File: src/hw/pbrst_pkg.sv
// constants and carrier types of the pushbutton and power-fail reset supervisor
// What this block does
// - while the supply is flagged as failed, the reset pin is actively driven low.
// - after the supply recovers, the pin stays low for the reset active time, then is released.
// - the reset pin is watched as a pushbutton input and debounced over the debounce interval.
// - an accepted pushbutton press drives the reset pin low for the reset active time, or one cycle with the oscillator disabled or stopped.
// - with the oscillator-disable bit at 1, recovery is skipped and the pin is released at once.
// - the recovery delay applies only while the oscillator is enabled and running.
package pbrst_pkg;
  localparam int unsigned CLK_HZ = 20_000_000;
  // both intervals are 250 ms; counts are derived so the rate can change in one place
  localparam int unsigned RESET_ACTIVE_MS = 250;
  localparam int unsigned DEBOUNCE_MS = 250;
  localparam int unsigned RESET_ACTIVE_CYC = (CLK_HZ / 1000) * RESET_ACTIVE_MS;
  localparam int unsigned DEBOUNCE_CYC = (CLK_HZ / 1000) * DEBOUNCE_MS;
  localparam int unsigned CNT_W = 24;

  typedef enum logic [1:0] {
    PBRST_FAIL,
    PBRST_HOLD,
    PBRST_IDLE,
    PBRST_PRESS
  } pbrst_state_e;

  // open-drain reset pin: data level and output enable
  typedef struct packed {
    logic drv_o;
    logic oe;
  } pbrst_pin_s;
endpackage

File: src/hw/pbrst_supervisor.sv
// reset supervisor: power-fail hold, recovery delay and pushbutton debounce on one pin
`timescale 1ns/1ps
module pbrst_supervisor #(
  parameter int unsigned RESET_ACTIVE_CYC = pbrst_pkg::RESET_ACTIVE_CYC,
  parameter int unsigned DEBOUNCE_CYC = pbrst_pkg::DEBOUNCE_CYC
) (
  input wire logic core_clk_i,
  input wire logic rst_n_i,
  input wire logic clk_en_i,
  input wire logic power_fail_i,
  input wire logic oscillator_disable_bit_i,
  input wire logic osc_running_i,
  input wire logic rst_pin_i,
  output logic rst_pin_o,
  output logic rst_pin_oe_o,
  output logic reset_active_o,
  output logic press_seen_o
);
  localparam logic [pbrst_pkg::CNT_W-1:0] HOLD_LAST =
    pbrst_pkg::CNT_W'(RESET_ACTIVE_CYC - 1);
  localparam logic [pbrst_pkg::CNT_W-1:0] DB_LAST = pbrst_pkg::CNT_W'(DEBOUNCE_CYC - 1);
  localparam logic [pbrst_pkg::CNT_W-1:0] CNT_ZERO = '0;

  // ----------------------------------------------------------------
  // input synchronisers
  // ----------------------------------------------------------------
  logic [1:0] pf_sync_q;
  logic [1:0] pin_sync_q;
  logic [1:0] osc_sync_q;
  always_ff @(posedge core_clk_i or negedge rst_n_i) begin
    if (!rst_n_i) begin
      // power-fail assumed present at reset so the pin starts low
      pf_sync_q <= 2'h3;
      pin_sync_q <= 2'h3;
      osc_sync_q <= 2'h0;
    end else if (clk_en_i) begin
      pf_sync_q <= {pf_sync_q[0], power_fail_i};
      pin_sync_q <= {pin_sync_q[0], rst_pin_i};
      osc_sync_q <= {osc_sync_q[0], osc_running_i};
    end
  end
  logic pf_s;
  logic pin_low_s;
  logic osc_s;
  assign pf_s = pf_sync_q[1];
  assign pin_low_s = ~pin_sync_q[1];
  assign osc_s = osc_sync_q[1];

  // recovery delay only when oscillator is enabled and running
  logic delay_en;
  assign delay_en = !oscillator_disable_bit_i && osc_s;

  // ----------------------------------------------------------------
  // pin watch blanking
  // ----------------------------------------------------------------
  // the sensed pin lags our own drive by the oe register and the two
  // sync stages, so the tail of our own low would look like a press;
  // with a short debounce that would retrigger the reset forever
  logic oe_q;
  logic [1:0] drv_hist_q;
  logic watch_ok;
  always_ff @(posedge core_clk_i or negedge rst_n_i) begin
    if (!rst_n_i) begin
      drv_hist_q <= '1;
    end else if (clk_en_i) begin
      drv_hist_q <= {drv_hist_q[0], oe_q};
    end
  end
  assign watch_ok = !oe_q && (drv_hist_q == '0);

  // ----------------------------------------------------------------
  // sequencer
  // ----------------------------------------------------------------
  pbrst_pkg::pbrst_state_e state_q;
  logic [pbrst_pkg::CNT_W-1:0] cnt_q;
  always_ff @(posedge core_clk_i or negedge rst_n_i) begin
    if (!rst_n_i) begin
      state_q <= pbrst_pkg::PBRST_FAIL;
      cnt_q <= CNT_ZERO;
    end else if (clk_en_i) begin
      if (pf_s) begin
        state_q <= pbrst_pkg::PBRST_FAIL;
        cnt_q <= CNT_ZERO;
      end else begin
        case (state_q)
          pbrst_pkg::PBRST_FAIL: begin
            cnt_q <= CNT_ZERO;
            state_q <= delay_en ? pbrst_pkg::PBRST_HOLD : pbrst_pkg::PBRST_IDLE;
          end
          pbrst_pkg::PBRST_HOLD: begin
            // disabling the oscillator mid-hold releases at once as well
            if (!delay_en || cnt_q == HOLD_LAST) begin
              state_q <= pbrst_pkg::PBRST_IDLE;
              cnt_q <= CNT_ZERO;
            end else begin
              cnt_q <= cnt_q + 1'b1;
            end
          end
          pbrst_pkg::PBRST_IDLE: begin
            cnt_q <= CNT_ZERO;
            // only a pin that we are not pulling low ourselves can start a press
            if (pin_low_s && watch_ok) begin
              state_q <= pbrst_pkg::PBRST_PRESS;
            end
          end
          pbrst_pkg::PBRST_PRESS: begin
            if (!pin_low_s) begin
              // a bounce restarts the whole interval
              state_q <= pbrst_pkg::PBRST_IDLE;
              cnt_q <= CNT_ZERO;
            end else if (cnt_q == DB_LAST) begin
              state_q <= pbrst_pkg::PBRST_HOLD;
              cnt_q <= CNT_ZERO;
            end else begin
              cnt_q <= cnt_q + 1'b1;
            end
          end
          default: begin
            state_q <= pbrst_pkg::PBRST_FAIL;
            cnt_q <= CNT_ZERO;
          end
        endcase
      end
    end
  end

  logic drive_low;
  assign drive_low = (state_q == pbrst_pkg::PBRST_FAIL) || (state_q == pbrst_pkg::PBRST_HOLD);

  // ----------------------------------------------------------------
  // pin drive; only resets the host, nothing else in the device is touched
  // ----------------------------------------------------------------
  logic press_q;
  always_ff @(posedge core_clk_i or negedge rst_n_i) begin
    if (!rst_n_i) begin
      oe_q <= 1'b1;
      press_q <= 1'b0;
    end else if (clk_en_i) begin
      oe_q <= drive_low;
      press_q <= (state_q == pbrst_pkg::PBRST_PRESS) && !pf_s && pin_low_s && cnt_q == DB_LAST;
    end
  end
  // data level is always low; the enable alone decides the pin
  pbrst_pkg::pbrst_pin_s pin_drv;
  assign pin_drv = '{drv_o: 1'b0, oe: oe_q};
  assign rst_pin_o = pin_drv.drv_o;
  assign rst_pin_oe_o = pin_drv.oe;
  assign reset_active_o = oe_q;
  assign press_seen_o = press_q;
endmodule

File: config.mk
export PLATFORM = sky130hd
export DESIGN_NAME = pbrst_supervisor
export DESIGN_NICKNAME = d
export VERILOG_FILES = /design/src/hw/pbrst_pkg.sv /design/src/hw/pbrst_supervisor.sv
export SDC_FILE = /design/constraint.sdc
export NUM_CORES = 1
export LEC_CHECK = 0
export BUFFER_PORTS_ARGS = -buffer_cell sky130_fd_sc_hd__clkbuf_2
export CAP_MARGIN = 20
export CORE_ASPECT_RATIO = 1.5
export CORE_MARGIN = 4
export CORE_UTILIZATION = 53
export CTS_CLUSTER_DIAMETER = 60
export DETAILED_ROUTE_END_ITERATION = 10
export MAX_ROUTING_LAYER = met4
export PLACE_DENSITY = 0.71
export SKIP_LAST_GASP = 1
export SLEW_MARGIN = 10
export SYNTH_ARGS = -nofsm -noshare
export SYNTH_HDL_FRONTEND = slang
export SYNTH_SLANG_ARGS = --single-unit
File: constraint.sdc
create_clock -name core_clk_i -period 3.1 [get_ports core_clk_i]
set_input_delay 0.31 -clock core_clk_i [delete_from_list [all_inputs] [get_ports core_clk_i]]
set_output_delay 0.31 -clock core_clk_i [all_outputs]
set_load 0.005 [all_outputs]
==> flow_metrics.env <==
export IMPL_outcome="finished clean"
export IMPL_clkTransAtPathRegs_ns=0.08
export IMPL_track_usage_pct=22.0
export IMPL_final_area_um2=2140
export IMPL_synth_cell_types=43
export IMPL_num_vias=1704
export IMPL_die_area_um2=4890
export IMPL_min_period_ns=2.48
export IMPL_clkPwrFrac_pct=35.2
export IMPL_p_comb_share_pct=9.6
export IMPL_synth_seq_cells=36
export IMPL_diodes=0
export IMPL_postCtsSetupRepairBufs=0
export IMPL_rrSetupSlack_ns=0.62
export IMPL_r2r_cells=6
export IMPL_switching_share_pct=26.1
export IMPL_syn_num_nets=219
export IMPL_drt_wl_total_um=4730
export IMPL_power_density_nw_per_um2=445
export IMPL_placed_cell_area_um2=2050
export IMPL_max_freq_mhz=403
export IMPL_multi_input_area_um2=1010
export IMPL_vdd_ir_drop_max_uv=465
export IMPL_place_congestion=0.868
export IMPL_r2r_end="cnt_q[20]$_DFFE_PN0P_"
export IMPL_p_switching_uw=248
export IMPL_worst_slack_ns=0.620
export IMPL_crit_type="reg -> reg"
export IMPL_cts_root_buffer="clkbuf_8"
export IMPL_hpwl_um=3330
export IMPL_first_pass_iters=4
export IMPL_period_share_pct=80.0
export IMPL_tns_ns=0
export IMPL_cp_max_fo=18
export IMPL_final_common_cell="dfrtp_1"
export IMPL_initial_core_util_pct=54.9
export IMPL_drtAntennaViolNets=0
export IMPL_clock_skew_final_ns=0.00661
export IMPL_rows=27
export IMPL_grt_pass1_vias=1772
export IMPL_clk_latency_ns=0.29
export IMPL_grt_max_degree=37
export IMPL_grt_pass1_wl_um=8250
export IMPL_cts_max_path_buffers=2
export IMPL_final_setup_viol_count=0
export IMPL_cts_buffers=5
export IMPL_postLayoutCoreUtil_pct=58.1
export IMPL_ios=11
export IMPL_whs_ns=0.126
export IMPL_tightest_slew_ns=0.963
export IMPL_syn_to_final_growth_pct=5.75
export IMPL_power_frac_seq_pct=55.2
export IMPL_die_h_um=83.7
export IMPL_dpl_worst_slack_ns=0.678
export IMPL_ys_seq_area_share_pct=45.0
export IMPL_portBuffers=9
export IMPL_hold_viol=0
export IMPL_die_w_um=58.4
export IMPL_synthesis_area_um2=2020
export IMPL_final_cell_mix="dfrtp_1 (29), nand2_1 (23), a31oi_1 (18)"
export IMPL_avgSynthCellArea_um2=9.59
export IMPL_rsz0062_at_grt="false"
export IMPL_hold_path_class="in -> async"
export IMPL_synthCells=211
export IMPL_cap_violations=0
export IMPL_wl_per_cell_um=18.3
export IMPL_cts_tree="yes"
export IMPL_layout_nets=222
export IMPL_cts_resized=0
export IMPL_cts_sinks=36
export IMPL_regArea_um2=910
export IMPL_drt_initial_drc_count=48
export IMPL_fillers=328
export IMPL_post_route_drc_count=0
export IMPL_p_int_uw=704
export IMPL_r2r_start="cnt_q[12]$_DFFE_PN0P_"
export IMPL_drive_gt1_share_pct=16.7
export IMPL_vias_per_cell=6.60
export IMPL_slew_headroom_pct=35.2
export IMPL_antenna_found_initial=0
export IMPL_p_leak_nw=0.850
export IMPL_required_ns=3.28
export IMPL_coreArea_um2=3680
export IMPL_synth_warnings=0
export IMPL_critical_path_arrival_ns=2.66
export IMPL_grt_ovfl_total=0
export IMPL_start_kind="flip-flop"
export IMPL_cts_max_level=2
export IMPL_cts_hold_fix_buffers=0
export IMPL_slew_violations=0
export IMPL_crit_path_end_kind="flip-flop"
cells by family after synthesis:
group | count (synthesis) | synth area share [%]
and+or+nand+nor | 97 | 27.1
AOI/OAI and AO/OA | 42 | 14.2
DFF | 36 | 45.0
buffers and inverters | 19 | 5.01
muxes | 15 | 7.92
adders and majority gates | 1 | 0.618
other | 1 | 0.185
Yosys cell counts (all sizes together):
cell type / instances / area, µm²
a21oi: 3 / 15.0
a31oi: 18 / 113
a41oi: 1 / 8.76
and2: 3 / 18.8
and3: 10 / 62.6
and4: 2 / 17.5
buf: 10 / 66.3
clkbuf: 5 / 20.0
conb: 1 / 3.75
dfrtp: 29 / 726
dfstp: 7 / 184
ha: 1 / 12.5
inv: 4 / 15.0
mux2: 8 / 90.1
mux2i: 7 / 70.1
nand2: 23 / 86.3
nand2b: 3 / 18.8
nand3: 13 / 65.1
nand3b: 3 / 22.5
nand4: 15 / 93.8
nor2: 7 / 26.3
nor2b: 1 / 6.26
nor3: 2 / 10.0
nor4: 8 / 71.3
o211ai: 1 / 7.51
o21ai: 5 / 25.0
o22a: 1 / 8.76
o22ai: 2 / 12.5
o2bb2ai: 2 / 17.5
o311a: 1 / 10.0
o311ai: 3 / 26.3
o31a: 3 / 26.3
o31ai: 1 / 7.51
o41ai: 1 / 8.76
or3: 5 / 31.3
or3b: 1 / 8.76
or4b: 1 / 10.0
power by group through the flow:
stage               sequential (mW)  clock [mW]  combinational, mW
floorplan                     0.528           0             0.0662
global placement              0.534           0             0.0871
detailed placement            0.535           0             0.0909
CTS                           0.526       0.339             0.0918
global route                  0.530       0.360              0.103
finish                        0.526       0.335             0.0912
worst max-delay path, cell delays in order, from the launching register on:
cell	delay (ns)
dfrtp_1	0.44
or4b_1	0.55
nor4_2	0.28
nand3_1	0.41
buf_4	0.35
and3_1	0.16
o22a_1	0.18
flip-flops by register name, summed over array words and instances (netlist names):
| name | flops |
|---|---|
| osc_sync_q | 2 |
| cnt_q | 24 |
| pf_sync_q | 2 |
| pin_sync_q | 2 |
| state_q | 2 |
| drv_hist_q | 2 |
| press_seen_o | 1 |
| reset_active_o | 1 |
per-stage QoR:
step / std cells / total power [mW]
floorplan: 211 / 0.595
global placement: 250 / 0.621
detailed placement: 250 / 0.626
CTS: 258 / 0.957
global route: 258 / 0.993
finish: 258 / 0.952
how the worst max path moves through the flow:
stage / startpoint / to / slack (ns)
finish: cnt_q[12]$_DFFE_PN0P_ / cnt_q[20]$_DFFE_PN0P_ / 0.62
global route: cnt_q[12]$_DFFE_PN0P_ / cnt_q[20]$_DFFE_PN0P_ / 0.48
CTS: cnt_q[12]$_DFFE_PN0P_ / cnt_q[20]$_DFFE_PN0P_ / 0.66
detailed placement: cnt_q[12]$_DFFE_PN0P_ / cnt_q[20]$_DFFE_PN0P_ / 0.68
global placement: cnt_q[12]$_DFFE_PN0P_ / cnt_q[20]$_DFFE_PN0P_ / 0.72
floorplan: cnt_q[12]$_DFFE_PN0P_ / cnt_q[13]$_DFFE_PN0P_ / 1.20
area by class of cell:
class	instances	area share, %
clock buffer	6	3.39
clock inverter	2	0.760
inverter	4	0.702
multi-input combinational	156	47.3
sequential	36	42.5
tap	43	2.51
timing repair buffer	11	2.81
metal layers:
layer | vias up | global-route usage (%) | share of wire [%]
li1 | 812 | - | -
met1 | 815 | 24.4 | 40
met2 | 57 | 38.6 | 53
met3 | 20 | 3.10 | 4.1
met4 | 0 | 8.23 | 3.3
met5 | - | - | 0
Note: power is estimated with default switching activity, not from simulation.
